<file path="src/hw/pwm_pkg.sv">
package pwm_pkg;

  // ----------------------------------------------------------------
  // sizes
  // ----------------------------------------------------------------
  localparam int unsigned NUM_CH = 4;
  localparam int unsigned CNT_W  = 24;
  localparam int unsigned ADDR_W = 4;

  // ----------------------------------------------------------------
  // register offsets
  // ----------------------------------------------------------------
  localparam logic [ADDR_W-1:0] OFS_LOAD       = 4'h0;
  localparam logic [ADDR_W-1:0] OFS_CMD        = 4'h1;
  localparam logic [ADDR_W-1:0] OFS_STATUS     = 4'h2;
  localparam logic [ADDR_W-1:0] OFS_PERIOD_CNT = 4'h3;
  localparam logic [ADDR_W-1:0] OFS_DUTY_CNT   = 4'h4;

  // ----------------------------------------------------------------
  // status field layout
  // ----------------------------------------------------------------
  localparam int unsigned STAT_CH_W     = 4;
  localparam int unsigned STAT_RUN_BIT  = 0;
  localparam int unsigned STAT_OEN_BIT  = 1;
  localparam int unsigned STAT_POL_BIT  = 2;
  localparam int unsigned STAT_CSEL_BIT = 3;
  localparam int unsigned STAT_ROUTE_BIT = 16;

  // ----------------------------------------------------------------
  // opcodes
  // ----------------------------------------------------------------
  localparam logic [3:0] OP_STOP     = 4'h0;
  localparam logic [3:0] OP_LOAD     = 4'h1;
  localparam logic [3:0] OP_POLARITY = 4'h2;
  localparam logic [3:0] OP_OUT_EN   = 4'h3;
  localparam logic [3:0] OP_CLEAR    = 4'h4;
  localparam logic [3:0] OP_ROUTE    = 4'h5;
  localparam logic [3:0] OP_CLK_SEL  = 4'h6;
  localparam logic [3:0] OP_START    = 4'h7;

  // ----------------------------------------------------------------
  // reset values and counter step constant
  // ----------------------------------------------------------------
  localparam logic [CNT_W-1:0]  LOAD_RST   = 24'h000000;
  localparam logic [NUM_CH-1:0] PWM_RST    = 4'hf;
  localparam logic [NUM_CH-1:0] PIN_OE_RST = 4'hf;
  localparam logic [CNT_W-1:0]  CNT_ONE    = 24'h000001;

  // ----------------------------------------------------------------
  // types
  // ----------------------------------------------------------------
  typedef enum logic {
    CH_IDLE = 1'b0,
    CH_RUN  = 1'b1
  } run_e;

  typedef struct packed {
    logic [3:0] op;
    logic [2:0] sel;
    logic       arg;
  } cmd_s;

  typedef struct packed {
    run_e             run;
    logic             out_en;
    logic             polarity;
    logic             clk_sel;
    logic [CNT_W-1:0] init_period;
    logic [CNT_W-1:0] init_duty;
    logic [CNT_W-1:0] period_cnt;
    logic [CNT_W-1:0] duty_cnt;
  } channel_s;

  typedef struct packed {
    logic [NUM_CH-1:0] dir;
    logic [NUM_CH-1:0] out_val;
    logic [NUM_CH-1:0] conv_req;
  } dio_in_s;

  typedef struct packed {
    logic [NUM_CH-1:0] out;
    logic [NUM_CH-1:0] oe_n;
  } pin_s;

  typedef struct packed {
    channel_s [NUM_CH-1:0] ch;
    logic                  route_en;
    logic [2:0]            view_sel;
    logic [CNT_W-1:0]      load_value;
    logic [CNT_W-1:0]      rdata;
    logic [NUM_CH-1:0]     pwm;
    pin_s                  pin;
  } state_s;

endpackage : pwm_pkg

</file>
<file path="src/hw/quad_pwm_command_block.sv">
// Behaviour
// - four independent channels, counters loaded from one shared 24-bit load register
// - each channel has a 24-bit period down-counter and a duty down-counter
// - start loads both counters and drives output active when enabled
// - duty counter halts at zero, output goes inactive for rest of period
// - period counter at one (or zero) reloads both counters instead of stepping down, new cycle starts
// - duty initial value zero keeps the output inactive
// - equal duty and period values give continuous active output, no glitch
// - command byte holds opcode, channel selector and one argument bit
// - reset clears every register and setting to zero, except pwm outputs and pin oe_n, which are set to all ones
// - stop halts the selected channel or all channels per argument bit
// - load copies load register into period or duty initial value
// - opcode 0010 sets polarity from argument; pulse sits at period start
// - opcode 0011 enables or disables pulse output per argument bit
// - opcode 0100 clears selected channel or all channels per argument
// - opcode 0101 enables or disables routing onto port C pins
// - opcode 0110 selects one clock source shared by both counters of channel
// - opcode 0111 starts selected channel or all channels per argument
// - disabled output held at inverse of polarity while counters may run
// - routing forces the four port C pins to output, overriding direction bits
// - converter clock or trigger request wins over modulator on shared pin
// - routing off returns pins to their own direction and stored output value
`timescale 1ns/1ps
`default_nettype none

module quad_pwm_command_block (
  input  wire logic                          i_clock,
  input  wire logic                          i_rst,
  input  wire logic [pwm_pkg::ADDR_W-1:0]    i_addr,
  input  wire logic [pwm_pkg::CNT_W-1:0]     i_wdata,
  input  wire logic                          i_wr,
  input  wire logic                          i_rd,
  output logic      [pwm_pkg::CNT_W-1:0]     o_rdata,
  input  wire logic [pwm_pkg::NUM_CH-1:0]    i_alt_tick,
  input  wire pwm_pkg::dio_in_s              i_dio,
  output logic      [pwm_pkg::NUM_CH-1:0]    o_pwm,
  output pwm_pkg::pin_s                      o_pin
);

  // ----------------------------------------------------------------
  // state
  // ----------------------------------------------------------------
  pwm_pkg::state_s state_reg;
  pwm_pkg::state_s state_next;

  // ----------------------------------------------------------------
  // channel selector decode
  // ----------------------------------------------------------------
  function automatic logic [pwm_pkg::NUM_CH-1:0] select_mask(
    input logic [2:0] sel
  );
    logic [pwm_pkg::NUM_CH-1:0] mask;
    mask = '0;
    for (int i = 0; i < pwm_pkg::NUM_CH; i++) begin
      if ({1'b0, sel} == 4'(i)) begin
        mask[i] = 1'b1;
      end
    end
    return mask;
  endfunction : select_mask

  // ----------------------------------------------------------------
  // counter clock source
  // ----------------------------------------------------------------
  function automatic logic tick_of(
    input pwm_pkg::channel_s ch,
    input logic              alt_tick
  );
    logic tick;
    tick = 1'b1;
    if (ch.clk_sel) begin
      tick = alt_tick;
    end
    return tick;
  endfunction : tick_of

  // ----------------------------------------------------------------
  // one counter step
  // ----------------------------------------------------------------
  function automatic pwm_pkg::channel_s count_step(
    input pwm_pkg::channel_s ch,
    input logic              tick
  );
    pwm_pkg::channel_s nxt;
    nxt = ch;
    if (ch.run == pwm_pkg::CH_RUN && tick) begin
      if (ch.period_cnt <= pwm_pkg::CNT_ONE) begin
        nxt.period_cnt = ch.init_period;
        nxt.duty_cnt   = ch.init_duty;
      end else begin
        nxt.period_cnt = ch.period_cnt - pwm_pkg::CNT_ONE;
        if (ch.duty_cnt != '0) begin
          nxt.duty_cnt = ch.duty_cnt - pwm_pkg::CNT_ONE;
        end
      end
    end
    return nxt;
  endfunction : count_step

  // ----------------------------------------------------------------
  // per-channel status nibble
  // ----------------------------------------------------------------
  function automatic logic [pwm_pkg::STAT_CH_W-1:0] channel_status(
    input pwm_pkg::channel_s ch
  );
    logic [pwm_pkg::STAT_CH_W-1:0] bits;
    bits                         = '0;
    bits[pwm_pkg::STAT_RUN_BIT]  = ch.run == pwm_pkg::CH_RUN;
    bits[pwm_pkg::STAT_OEN_BIT]  = ch.out_en;
    bits[pwm_pkg::STAT_POL_BIT]  = ch.polarity;
    bits[pwm_pkg::STAT_CSEL_BIT] = ch.clk_sel;
    return bits;
  endfunction : channel_status

  // ----------------------------------------------------------------
  // status word
  // ----------------------------------------------------------------
  function automatic logic [pwm_pkg::CNT_W-1:0] status_word(
    input pwm_pkg::state_s s
  );
    logic [pwm_pkg::CNT_W-1:0] word;
    word = '0;
    for (int i = 0; i < pwm_pkg::NUM_CH; i++) begin
      word[i*pwm_pkg::STAT_CH_W +: pwm_pkg::STAT_CH_W] = channel_status(s.ch[i]);
    end
    word[pwm_pkg::STAT_ROUTE_BIT] = s.route_en;
    return word;
  endfunction : status_word

  // ----------------------------------------------------------------
  // counter view of last named channel
  // ----------------------------------------------------------------
  function automatic logic [pwm_pkg::CNT_W-1:0] view_count(
    input pwm_pkg::state_s s,
    input logic            duty
  );
    logic [pwm_pkg::CNT_W-1:0] word;
    word = '0;
    if (s.view_sel[2] == 1'b0) begin
      if (duty) begin
        word = s.ch[s.view_sel[1:0]].duty_cnt;
      end else begin
        word = s.ch[s.view_sel[1:0]].period_cnt;
      end
    end
    return word;
  endfunction : view_count

  // ----------------------------------------------------------------
  // read mux
  // ----------------------------------------------------------------
  function automatic logic [pwm_pkg::CNT_W-1:0] read_word(
    input pwm_pkg::state_s            s,
    input logic [pwm_pkg::ADDR_W-1:0] addr
  );
    logic [pwm_pkg::CNT_W-1:0] word;
    word = '0;
    if (addr == pwm_pkg::OFS_LOAD) begin
      word = s.load_value;
    end else if (addr == pwm_pkg::OFS_STATUS) begin
      word = status_word(s);
    end else if (addr == pwm_pkg::OFS_PERIOD_CNT) begin
      word = view_count(s, 1'b0);
    end else if (addr == pwm_pkg::OFS_DUTY_CNT) begin
      word = view_count(s, 1'b1);
    end else begin
      word = '0;
    end
    return word;
  endfunction : read_word

  // ----------------------------------------------------------------
  // command on one channel
  // ----------------------------------------------------------------
  function automatic pwm_pkg::channel_s apply_cmd(
    input pwm_pkg::channel_s         ch,
    input pwm_pkg::cmd_s             cmd,
    input logic                      hit_one,
    input logic                      hit_any,
    input logic [pwm_pkg::CNT_W-1:0] load_value
  );
    pwm_pkg::channel_s nxt;
    nxt = ch;
    case (cmd.op)
      pwm_pkg::OP_STOP: begin
        if (hit_any) begin
          nxt.run = pwm_pkg::CH_IDLE;
        end
      end
      pwm_pkg::OP_LOAD: begin
        if (hit_one && !cmd.arg) begin
          nxt.init_period = load_value;
        end else if (hit_one) begin
          nxt.init_duty = load_value;
        end
      end
      pwm_pkg::OP_POLARITY: begin
        if (hit_one) begin
          nxt.polarity = cmd.arg;
        end
      end
      pwm_pkg::OP_OUT_EN: begin
        if (hit_one) begin
          nxt.out_en = cmd.arg;
        end
      end
      pwm_pkg::OP_CLEAR: begin
        if (hit_any) begin
          nxt = '0;
        end
      end
      pwm_pkg::OP_CLK_SEL: begin
        if (hit_one) begin
          nxt.clk_sel = cmd.arg;
        end
      end
      pwm_pkg::OP_START: begin
        if (hit_any) begin
          nxt.run        = pwm_pkg::CH_RUN;
          nxt.period_cnt = ch.init_period;
          nxt.duty_cnt   = ch.init_duty;
        end
      end
      default: begin
      end
    endcase
    return nxt;
  endfunction : apply_cmd

  // ----------------------------------------------------------------
  // channel output level
  // ----------------------------------------------------------------
  function automatic logic drive_level(
    input pwm_pkg::channel_s ch
  );
    logic active;
    logic level;
    active = ch.run == pwm_pkg::CH_RUN && ch.duty_cnt != '0;
    if (ch.out_en && active) begin
      level = ch.polarity;
    end else begin
      level = ~ch.polarity;
    end
    return level;
  endfunction : drive_level

  // ----------------------------------------------------------------
  // port c pin drive
  // ----------------------------------------------------------------
  function automatic pwm_pkg::pin_s pin_drive(
    input logic [pwm_pkg::NUM_CH-1:0] pwm,
    input logic                       route_en,
    input pwm_pkg::dio_in_s           dio
  );
    pwm_pkg::pin_s pin;
    pin = '0;
    for (int i = 0; i < pwm_pkg::NUM_CH; i++) begin
      if (dio.conv_req[i]) begin
        pin.out[i]  = 1'b0;
        pin.oe_n[i] = 1'b1;
      end else if (route_en) begin
        pin.out[i]  = pwm[i];
        pin.oe_n[i] = 1'b0;
      end else begin
        pin.out[i]  = dio.out_val[i];
        pin.oe_n[i] = ~dio.dir[i];
      end
    end
    return pin;
  endfunction : pin_drive

  // ----------------------------------------------------------------
  // next state
  // ----------------------------------------------------------------
  always_comb begin
    pwm_pkg::cmd_s              cmd;
    logic [pwm_pkg::NUM_CH-1:0] tick;
    logic [pwm_pkg::NUM_CH-1:0] hit_one;
    logic [pwm_pkg::NUM_CH-1:0] hit_any;
    cmd              = pwm_pkg::cmd_s'(i_wdata[7:0]);
    tick             = '0;
    hit_one          = '0;
    hit_any          = '0;
    state_next       = state_reg;
    state_next.rdata = '0;

    // ----------------------------------------------------------------
    // counters
    // ----------------------------------------------------------------
    for (int i = 0; i < pwm_pkg::NUM_CH; i++) begin
      tick[i]          = tick_of(state_reg.ch[i], i_alt_tick[i]);
      state_next.ch[i] = count_step(state_reg.ch[i], tick[i]);
    end

    // ----------------------------------------------------------------
    // register reads
    // ----------------------------------------------------------------
    if (i_rd) begin
      state_next.rdata = read_word(state_reg, i_addr);
    end

    // ----------------------------------------------------------------
    // register writes and commands
    // ----------------------------------------------------------------
    if (i_wr) begin
      if (i_addr == pwm_pkg::OFS_LOAD) begin
        state_next.load_value = i_wdata;
      end else if (i_addr == pwm_pkg::OFS_CMD) begin
        state_next.view_sel = cmd.sel;
        hit_one             = select_mask(cmd.sel);
        hit_any             = hit_one | {pwm_pkg::NUM_CH{cmd.arg}};
        if (cmd.op == pwm_pkg::OP_ROUTE) begin
          state_next.route_en = cmd.arg;
        end
        for (int i = 0; i < pwm_pkg::NUM_CH; i++) begin
          state_next.ch[i] = apply_cmd(state_next.ch[i], cmd, hit_one[i], hit_any[i],
                                       state_reg.load_value);
        end
      end
    end

    // ----------------------------------------------------------------
    // outputs
    // ----------------------------------------------------------------
    for (int i = 0; i < pwm_pkg::NUM_CH; i++) begin
      state_next.pwm[i] = drive_level(state_next.ch[i]);
    end
    state_next.pin = pin_drive(state_next.pwm, state_next.route_en, i_dio);
  end

  // ----------------------------------------------------------------
  // registers
  // ----------------------------------------------------------------
  always_ff @(posedge i_clock) begin
    if (i_rst) begin
      state_reg            <= '0;
      state_reg.load_value <= pwm_pkg::LOAD_RST;
      state_reg.pwm        <= pwm_pkg::PWM_RST;
      state_reg.pin.oe_n   <= pwm_pkg::PIN_OE_RST;
    end else begin
      state_reg <= state_next;
    end
  end

  assign o_rdata = state_reg.rdata;
  assign o_pwm   = state_reg.pwm;
  assign o_pin   = state_reg.pin;

endmodule : quad_pwm_command_block

`default_nettype wire

</file>
<file path="config.mk">
export PLATFORM = sky130hd
export DESIGN_NAME = quad_pwm_command_block
export DESIGN_NICKNAME = d
export VERILOG_FILES = /design/src/hw/pwm_pkg.sv /design/src/hw/quad_pwm_command_block.sv
export SDC_FILE = /design/constraint.sdc
export NUM_CORES = 1
export LEC_CHECK = 0
export ABC_AREA = 1
export BUFFER_PORTS_ARGS = -buffer_cell sky130_fd_sc_hd__buf_2
export CAP_MARGIN = 40
export CELL_PAD_IN_SITES_DETAIL_PLACEMENT = 0
export CELL_PAD_IN_SITES_GLOBAL_PLACEMENT = 1
export CORE_MARGIN = 5
export CORE_UTILIZATION = 41
export CTS_CLUSTER_DIAMETER = 30
export DETAILED_ROUTE_END_ITERATION = 12
export PLACE_DENSITY_LB_ADDON = 0.2
export SLEW_MARGIN = 25
export SYNTH_ARGS = -nofsm -noshare
export SYNTH_HDL_FRONTEND = slang
export SYNTH_SLANG_ARGS = --single-unit
</file>
<file path="constraint.sdc">
create_clock -name i_clock -period 2.5 [get_ports i_clock]
set_clock_uncertainty 0.15 [all_clocks]
set_input_delay 0.25 -clock i_clock [delete_from_list [all_inputs] [get_ports i_clock]]
set_output_delay 0.25 -clock i_clock [all_outputs]
set_load 0.01 [all_outputs]
</file>
---- After elaboration in Yosys (flattened, before gate mapping) ----
Cells that the tools add are included.
word-level totals
  flip-flop bits (word level) ............. 464
  output and inout bits ................... 36
operators by class
  $add $sub $neg .......................... 8
  magnitude comparators ................... 5
  equal/unequal tests ..................... 34
  multiplexer cells ....................... 121
  bitwise gates (word level) .............. 11
  reductions and logical operators ........ 49
operators by type and width
  kind                     count
  $mux W404                2
  $pmux W48 S2             8
  $mux W48                 13
  $mux W24                 23
  $mux W428                1
  $mux W100                4
  $bmux W100 S2            1
  $reduce_bool A24 Y1      8
  $sub A24 B1 Y24 const B  8
  $le A24 B1 Y1 const B    4
  $mux W1                  53
  $reduce_and A6 Y1        8
  $ne A2 B2 Y1 const B     14
  $reduce_and A7 Y1        4
  $pmux W1 S2              12
  $eq A4 B3 Y1 const B     5
  $eq A4 B2 Y1 const B     4
  $logic_and A1 B1 Y1      16
  $ne A2 B1 Y1 const B     6
  $pmux W1 S3              4
  $not A1 Y1               10
  $reduce_or A2 Y1         5
  $eq A4 B1 Y1 const B     2
  $logic_not A4 Y1         2
  9 further kinds          11

---- Longest topological paths before layout ----
Gate-level depths: netlist of run 1.
  depth in word-level cells ............... 16
  gate-level depth with buffers ........... 22

---- Worst setup path after synthesis of run 1 ----
OpenSTA, ideal clock, no wires.
  path kind ............................... flip-flop to flip-flop
  start point ............................. register state_reg[88] in the netlist's numbering
  end point ............................... register state_reg (netlist bit o_pin[4])
  library setup time ...................... 0.109 ns
  arrival ................................. 2.200 ns
  data required time ...................... 2.241 ns
  path slack .............................. 0.042 ns
  stages on the path, launching flop included .. 18
  buffers on the path ..................... 1
  clock period less this slack ............ 2.458 ns
  cell sequence ........................... dfxtp_1 -> inv_1 -> ha_1 -> o21ai_0 -> nor2_1 -> nand3_1 -> clkbuf_1 -> o21ai_0 -> o21ai_0 -> nand2_1 -> a21oi_1 -> nand2_1 -> nor2_1 -> nand3_1 -> nand3_1 -> nand3_1 -> nand2_1 -> inv_1
on the way
  longest elaborated chain between the ends .. 13
  elaborated cells between the ends (all ways) .. 14
  those cells by class .................... 1 x order compare; 10 x mux; 3 x reduce/logical
ends and longest elaborated chain
  what                                   RTL line                                                      text
  start, declared                        quad_pwm_command_block.sv:43                                  pwm_pkg::state_s state_reg;
  start signal, assigned                 quad_pwm_command_block.sv:341                                 state_reg <= state_next;
  $le A24 B1 Y1 *                        quad_pwm_command_block.sv:87                                  if (ch.period_cnt <= pwm_pkg::CNT_ONE) begin
  $mux W48 *                             quad_pwm_command_block.sv:87
  $mux W48 *                             quad_pwm_command_block.sv:86                                  if (ch.run == pwm_pkg::CH_RUN && tick) begin
  $mux W48 or $mux W100 (tied branches)  quad_pwm_command_block.sv:218, quad_pwm_command_block.sv:208
  $pmux W48 S2                           quad_pwm_command_block.sv:184                                 case (cmd.op)
  $mux W404                              quad_pwm_command_block.sv:308                                 end else if (i_addr == pwm_pkg::OFS_CMD) begin
  $mux W404                              quad_pwm_command_block.sv:306                                 if (i_addr == pwm_pkg::OFS_LOAD) begin
  $mux W428 *                            quad_pwm_command_block.sv:305                                 if (i_wr) begin
  $reduce_bool A24 Y1 *                  quad_pwm_command_block.sv:238                                 active = ch.run == pwm_pkg::CH_RUN && ch.duty_cnt != '0;
  $logic_and A1 B1 Y1 *                  quad_pwm_command_block.sv:238
  $logic_and A1 B1 Y1 *                  quad_pwm_command_block.sv:239                                 if (ch.out_en && active) begin
  $mux W1 *                              quad_pwm_command_block.sv:239
  $mux W1 *                              quad_pwm_command_block.sv:261                                 end else if (route_en) begin
Every way passes the cells marked *; elsewhere a longest branch is shown, timed or not. The select of a mux whose other input is x is not followed.
A chain may end at the register's enable or synchronous reset.

---- Worst setup path after layout of run 1 ----
  start point ............................. register state_reg[89] in the netlist's numbering
  end point ............................... register state_reg (netlist bit o_pin[4])
Same word-level chain as after synthesis.

==> results of run 1 <==
## repair_timing
item / 4_1_cts / 5_1_grt
hold buffers: 47 / 0
endpoints found under the setup margin: 9 / 32
gates cloned: 4 / 2
gates resized for setup: 216 / 218
hold endpoints to repair: 108 / 0
pin swaps: 93 / 118
setup buffers: 54 / 26
## synth_stat cells, drive strengths merged (4+ instances only)
master    n  area (um2)
nor2    701        2700
a22oi    11        82.6
nand3b    6        45.0
clkbuf  199         747
a21oi   538        2700
nand2   946        3610
o21ai   517        2590
ha       16         200
inv     431        1620
nand3   345        1740
nor4      4        25.0
o311ai   18         158
clkinv    8        35.0
a221oi    9        78.8
xnor2    10        87.6
nor3     29         150
a31oi     5        31.3
o221ai    4        35.0
or2       8        50.1
o21a      9        67.6
dfxtp   464        9290
o22ai    11        81.3
o211ai   79         593
nand4    79         509
a32oi     5        43.8
xor2     54         473
a211oi  108         811
buf     104         621
## where the power goes
group          leakage [nW]  internal, mW  switching, mW
sequential             3.75          7.47         0.0320
clock                  2.31          12.4           5.43
combinational          15.1         0.994           1.50
## logic make-up after synthesis
family / Yosys count / share of synthesized area [%]
compound gates: 1336 / 25.4
xor+xnor: 64 / 1.91
fa+ha+maj: 16 / 0.681
flops: 464 / 31.6
simple gates: 2120 / 30.1
mux: 1 / 0.0340
buf+inv: 742 / 10.3
## worst max-delay path: stages (launching register included)
cell and delay, ns:
dfxtp_2 0.35, inv_4 0.05, ha_4 0.16, o21ai_2 0.14
nor2_2 0.06, nand3_4 0.09, inv_4 0.06, buf_12 0.14
buf_4 0.13, a21oi_1 0.18, o21ai_2 0.09, a21oi_2 0.18
nand3_2 0.09, nor2_2 0.19, nand3_2 0.13, buf_6 0.16
nand3_4 0.06, nand3_2 0.07, nand2_1 0.07, inv_1 0.03
## cell type report
class	instances	area, um2
repair buffers	1194	10100
fillers	6622	26000
flip-flops and latches	464	9330
well taps	950	1190
diodes	2	5.00
inverters	439	1690
clock inverters	63	923
multi-input cells	3537	18200
clock buffers	182	3850
## through the flow
stage / setup TNS (ns) / instances / area, um2 / worst slack [ns] / total power [mW]
floorplan: 0 / 4743 / 29400 / 0.0415 / 8.58
global placement: -9.49 / 6457 / 38000 / -0.625 / 9.70
detailed placement: -11.39 / 6457 / 38000 / -0.579 / 9.69
CTS: -0.649 / 6807 / 44400 / -0.179 / 27.7
global route: -2.33 / 6829 / 45300 / -0.324 / 28.6
finish: -0.943 / 6831 / 45300 / -0.196 / 27.8
## routing by layer
metal	global-route usage (%)	up-vias
met5	0	-
met3	8.33	509
li1	-	18000
met4	24.5	0
met2	61.3	1910
met1	48.1	18000
## how the worst max path moves through the flow
stage | start | endpoint | slack (ns) | cells past startpoint
6_report | state_reg[89] | o_pin[4] | -0.20 | 19
3_5_place_dp | state_reg[71] | o_pin[4] | -0.58 | 16
5_1_grt | state_reg[300] | o_pin[6] | -0.32 | 21
2_1_floorplan | state_reg[88] | o_pin[4] | 0.04 | 17
4_1_cts | state_reg[88] | o_pin[4] | -0.18 | 21
3_3_place_gp | state_reg[71] | o_pin[4] | -0.62 | 16
==> flow_summary.yaml, run 1 <==
placed_design:
  dp_hpwl_mm: 117
  gp_congestion: 1.06
  io_buffers: 83
job:
  drv_cap: 0
worst_hold_path:
  holdPathEnd: "state_reg[362]"
  min_from: "i_wdata[2]"
  hold_depth: 6
  holdCritPathClass: "primary input to register"
route:
  drtIter0Drc: 3930
  top_layer: "met4"
  vias: 38500
  drtPass1Iterations: 6
  wire_per_inst_um: 23.2
  dr_wl_met3_mm: 13.6
  drc: 0
  wl_met1_mm: 62.2
  drtAntennaViolNets: 0
  met2WireLength_mm: 70.4
  via_per_inst: 5.64
  drt_wl_total_mm: 159
worst_setup_path:
  worst_r2r_path_depth: 19
  arrival_ns: 3.15
  cp_max_fo: 6
  rrSetupSlack_ns: -0.20
  critPathKind: "register to register"
  worstReg2RegEnd: "o_pin[4]"
  critPathCaptureType: "register"
  rr_startpoint: "state_reg[89]"
  worst_setup_path_start_kind: "register"
  critical_path_required_ns: 2.95
cells_and_area:
  layout_commonest_cell: "buf_4"
  nets: 5832
  final_util_pct: 63.5
  layout_common_cells: "buf_4, nand2_1, nor2_1"
  drive_above_1_share_pct: 29.4
  largest_register_ffs: 428
  area_growth_pct: 54.2
sta:
  timing.final.crit_share_pct: 108
  relSlewSlack_pct: 44.7
  timing.hold.ws_ns: 0.0342
  finalMaxSlewViolations: 0
  fin_ws_ns: -0.196
  hold_violations: 0
  tightest_slew_ns: 0.819
  setup_viol: 9
  fmax_ghz: 0.371
  rsz0062_at_grt: "yes"
  period_minus_slack_ns: 2.70
logic_synthesis:
  ys_seq_elements: 464
  yosys_warnings: 0
  seq_area_frac_synth_pct: 31.6
  async_flop_share_pct: 0
  syn_inst: 4743
  syn-num-nets: 4807
  synth_area_per_cell_um2: 6.20
  dominantRegCellSynth: "dfxtp_1"
  synthDistinctLibCells: 61
  synth-edff-count: 0
  syn_area_mm2: 0.0294
cts:
  clk_pin_slew_worst_paths_ns: 0.05
  cts_htree_levels: 4
  numCtsBuffers: 132
  cts_tree: "yes"
  clk_path_buf_depth: 3
  root_buffer: "clkbuf_16"
  clkSinkCount: 464
  clkLatencyLatePin_ns: 0.71
die:
  start_util_pct: 41.2
  num_io_pins: 84
  die_w_um: 278
  rows: 98
  chipHeight_um: 278
  core_area_mm2: 0.0714
  dieArea_mm2: 0.0772
global_route:
  grt_pass1_wl_mm: 229
  grt_max_degree: 82
  track_usage_pct: 38.8
  overflow: 0
  grt_pass1_vias: 36000
  grt_antenna_before_repair: 4
power:
  vdd_ir_drop_max_uv: 615
  power_density_mw_per_mm2: 614
  power_leakage_nw: 21.2
status:
  violations: "negative setup slack"
  status: "finished with violations"
Note: power is estimated with default switching activity, not from simulation.
==> run 2: changes to the inputs <==
Settings changed: ABC_AREA 1 to default, CELL_PAD_IN_SITES_DETAIL_PLACEMENT 0 to 1, CORE_UTILIZATION 41 to 43.
==> flow_summary.yaml, run 2 <==
status:
  status: "did not finish"
  lastStage: "5_1_grt"
  firstError: "[ERROR GRT-0232] Routing congestion too high. Check the congestion heatmap in the GUI."
cts:
  clk_path_buf_depth: 3
  cts_htree_levels: 3
  numCtsBuffers: 116
  clkSinkCount: 464
  root_buffer: "clkbuf_16"
logic_synthesis:
  synthTopCellsByCount: "nor2_1, dfxtp_1, a21oi_1, nand2_1, clkbuf_1"
  synth.most_common_cell: "nor2_1"
  seq_area_frac_synth_pct: 34.5
  syn-num-nets: 3651
  syn_inst: 3587
  synth-edff-count: 0
  ys_top_cells_by_area: "dfxtp_1, nor2_1, a21oi_1"
  yosysTopAreaCell: "dfxtp_1"
  synth_top_area_share_pct: 34.5
  async_flop_share_pct: 0
  synthDistinctLibCells: 94
  dominantRegCellSynth: "dfxtp_1"
  ys_seq_elements: 464
  synth_area_per_cell_um2: 7.51
  syn_area_mm2: 0.0269
  yosys_warnings: 0
die:
  num_io_pins: 84
  die_w_um: 260
  chipHeight_um: 260
  start_util_pct: 43.6
  rows: 91
global_route:
  track_usage_pct: 74.7
  overflow: 7
  grt_max_degree: 127
placed_design:
  gp_congestion: 1.10
  io_buffers: 83
  dp_hpwl_mm: 125
  place_ws_ns: -1.61
-- run 2: changes by cell type after synthesis, sizes merged, moves of 55 or more --
cell    delta
nor3      +84
a21oi    -150
nand2    -621
nand3    -278
and2      +64
or3       +55
a211oi    -77
nor4      +63
o211ai    -55
o21ai    -302
mux2i    +102
inv      -376
-- run 2: timing repair --
action                                  CTS
gates cloned                              4
buffers inserted                        139
resized for setup                       581
hold buffers                             36
pin swaps                               177
hold endpoints to repair                 90
endpoints found under the setup margin  194
-- run 2: through the flow --
stage	cells	TNS (ns)	util, %	cell area (um2)
4_1_cts	5523	-42.13	69.7	43100
3_5_place_dp	5150	-103.73	56.9	35200
3_3_place_gp	5150	-83.73	56.9	35200
2_1_floorplan	3587	-14.15	-	27500
-- run 2: cells by family after synthesis --
family	synth area share, %
and+or+nand+nor	27.0
AOI/OAI and AO/OA	24.0
DFF	34.5
buffers and inverters	5.45
muxes	8.01
adders and majority gates	0.743
xor gates and xnor gates	0.293
-- run 2: metal layers --
metal | GRT overflow | GRT usage, %
met1 | 0 | 73.4
met2 | 0 | 90.8
met5 | 0 | 32.2
met3 | 0 | 59.7
met4 | 7 | 76.6
==> run 3: changes to the inputs <==
Settings changed: CELL_PAD_IN_SITES_DETAIL_PLACEMENT 1 to default, CELL_PAD_IN_SITES_GLOBAL_PLACEMENT 1 to default, CORE_UTILIZATION 43 to 40, CTS_CLUSTER_DIAMETER 30 to default, PLACE_DENSITY_LB_ADDON 0.2 to 0.15.
Clock period 2.5 ns to 3.25 ns, I/O delays scaled along.
==> flow_summary.yaml, run 3 <==
logic_synthesis:
  yosys_warnings: 0
  syn_inst: 3587
  dominantRegCellSynth: "dfxtp_1"
  synth_top_area_share_pct: 34.5
  async_flop_share_pct: 0
  synth.most_common_cell: "nor2_1"
  yosysTopAreaCell: "dfxtp_1"
  seq_area_frac_synth_pct: 34.5
  synthDistinctLibCells: 94
  synth-edff-count: 0
  ys_top_cells_by_area: "dfxtp_1, nor2_1, a21oi_1"
  synthTopCellsByCount: "nor2_1, dfxtp_1, a21oi_1, nand2_1, clkbuf_1"
  ys_seq_elements: 464
  synth_area_per_cell_um2: 7.51
  syn-num-nets: 3651
  syn_area_mm2: 0.0269
die:
  start_util_pct: 40.2
  core_area_mm2: 0.0669
  chipHeight_um: 269
  rows: 95
  die_w_um: 269
  num_io_pins: 84
  dieArea_mm2: 0.0726
route:
  vias: 32500
  via_per_inst: 6.15
  drt_wl_total_mm: 145
  drtIter0Drc: 5263
  drtPass1Iterations: 7
  drtAntennaViolNets: 0
  drc: 0
  wire_per_inst_um: 27.5
sta:
  rsz0062_at_grt: "yes"
  fmax_ghz: 0.262
  relSlewSlack_pct: 41.0
  timing.final.crit_share_pct: 118
  period_minus_slack_ns: 3.82
  finalMaxSlewViolations: 0
  setup_viol: 10
  hold_violations: 0
  fin_ws_ns: -0.573
  timing.hold.ws_ns: 0.0244
  tightest_slew_ns: 0.884
worst_hold_path:
  hold_depth: 4
  holdPathEnd: "state_reg[38]"
  holdCritPathClass: "primary input to register"
  min_from: "i_wdata[2]"
placed_design:
  place_inst: 5108
  io_buffers: 83
  place_ws_ns: -1.20
  gp_congestion: 1.03
  dp_hpwl_mm: 112
cts:
  clkSinkCount: 464
  clk_path_buf_depth: 3
  numCtsBuffers: 56
  clk_pin_slew_worst_paths_ns: 0.06
  cts_htree_levels: 2
  root_buffer: "clkbuf_16"
  cts_tree: "yes"
  clkLatencyLatePin_ns: 0.64
status:
  status: "finished with violations"
  violations: "negative setup slack"
cells_and_area:
  layout_common_cells: "buf_4, nor2_1, dfxtp_1"
  final_cells: 5281
  final_util_pct: 55.8
  nets: 4422
  drive_above_1_share_pct: 29.9
  layout_commonest_cell: "buf_4"
  largest_register_ffs: 428
  area_growth_pct: 38.7
  fillCellCount: 6407
power:
  intPower_mw: 9.83
  vdd_ir_drop_max_uv: 380
  power.total_mw: 13.1
  p_clk_share_pct: 50.4
  p_seq_share_pct: 43.6
  power_density_mw_per_mm2: 351
  power_leakage_nw: 15.0
  switchingPower_mw: 3.27
  pwr-share-comb_pct: 6.0
  switching_share_pct: 25.0
global_route:
  overflow: 0
  grt_pass1_wl_mm: 207
  grt_max_degree: 144
  grt_pass1_vias: 29600
  track_usage_pct: 38.0
  grt_antenna_before_repair: 13
job:
  drv_cap: 0
worst_setup_path:
  critical_path_required_ns: 3.60
  worstReg2RegEnd: "o_pwm[3]"
  critPathKind: "register to register"
  arrival_ns: 4.17
  rrSetupSlack_ns: -0.57
  worst_setup_path_start_kind: "register"
  critPathCaptureType: "register"
  critPathLaunch: "state_reg[376]"
  worst_r2r_path_depth: 12
  rr_startpoint: "state_reg[376]"
  cp_max_fo: 3
run 3: cell families after synthesis:
group           after synthesis  share of synthesized area (%)
buf+inv                     349                           5.45
flops                       464                           34.5
mux                         155                           8.01
compound gates             1032                           24.0
simple gates               1562                           27.0
xor+xnor                      9                          0.293
fa+ha+maj                    16                          0.743
run 3: repair_timing:
item	CTS	global route
endpoints found under the setup margin	11	18
buffers inserted	27	9
hold buffers	38	0
pin swaps	39	38
hold endpoints to repair	66	0
resized for setup	91	61
run 3: per-layer routing:
metal	track usage, %	vias up	routed length (um)
li1	-	14600	-
met1	53.6	15500	60100
met2	54.4	1987	59000
met3	8.40	371	17000
met4	19.5	4	9220
met5	0	-	58
run 3: stage by stage:
step | TNS (ns) | area (um2)
after global routing | -4.79 | 37300
after floorplan | -1.03 | 27100
after global placement | -7.26 | 34100
after CTS | -3.76 | 37000
after detailed placement | -7.60 | 34100
final | -3.91 | 37400
run 3: final cells by class:
type                    count  area, um2  area share (%)
clock inverters            22        253           0.677
diodes                      6       15.0          0.0402
well taps                 873       1090            2.92
repair buffers           1007       7760            20.8
flip-flops and latches    464       9310            24.9
clock buffers              80       1650            4.42
inverters                  55        206           0.553
multi-input cells        2774      17100            45.7
run 3: power groups by stage:
stage | sequential (mW) | combinational, mW | clock, mW
floorplan | 5.83 | 0.338 | 0
global placement | 5.84 | 0.704 | 0
detailed placement | 5.84 | 0.708 | 0
CTS | 5.71 | 0.751 | 6.66
global route | 5.71 | 0.815 | 6.90
finish | 5.71 | 0.786 | 6.60
run 3: worst max-delay path by stage:
stage	to	slack, ns
floorplan	o_pin[7]	-0.24
global placement	o_pwm[3]	-1.14
detailed placement	o_pwm[3]	-1.20
CTS	o_pwm[1]	-0.56
global route	o_pwm[3]	-0.63
finish	o_pwm[3]	-0.57
run 3: worst max-delay path: stages, from the launching register on:
cell and delay [ns]:
dfxtp_2 0.32, or4_4 0.56, or4b_4 0.55, or3_4 0.35, a21oi_2 0.15, nand2b_4 0.13, a22o_4 0.14, nand4_1 0.11
or4_4 0.55, o31ai_4 0.25, buf_6 0.14, xor2_4 0.21, nand2_1 0.07
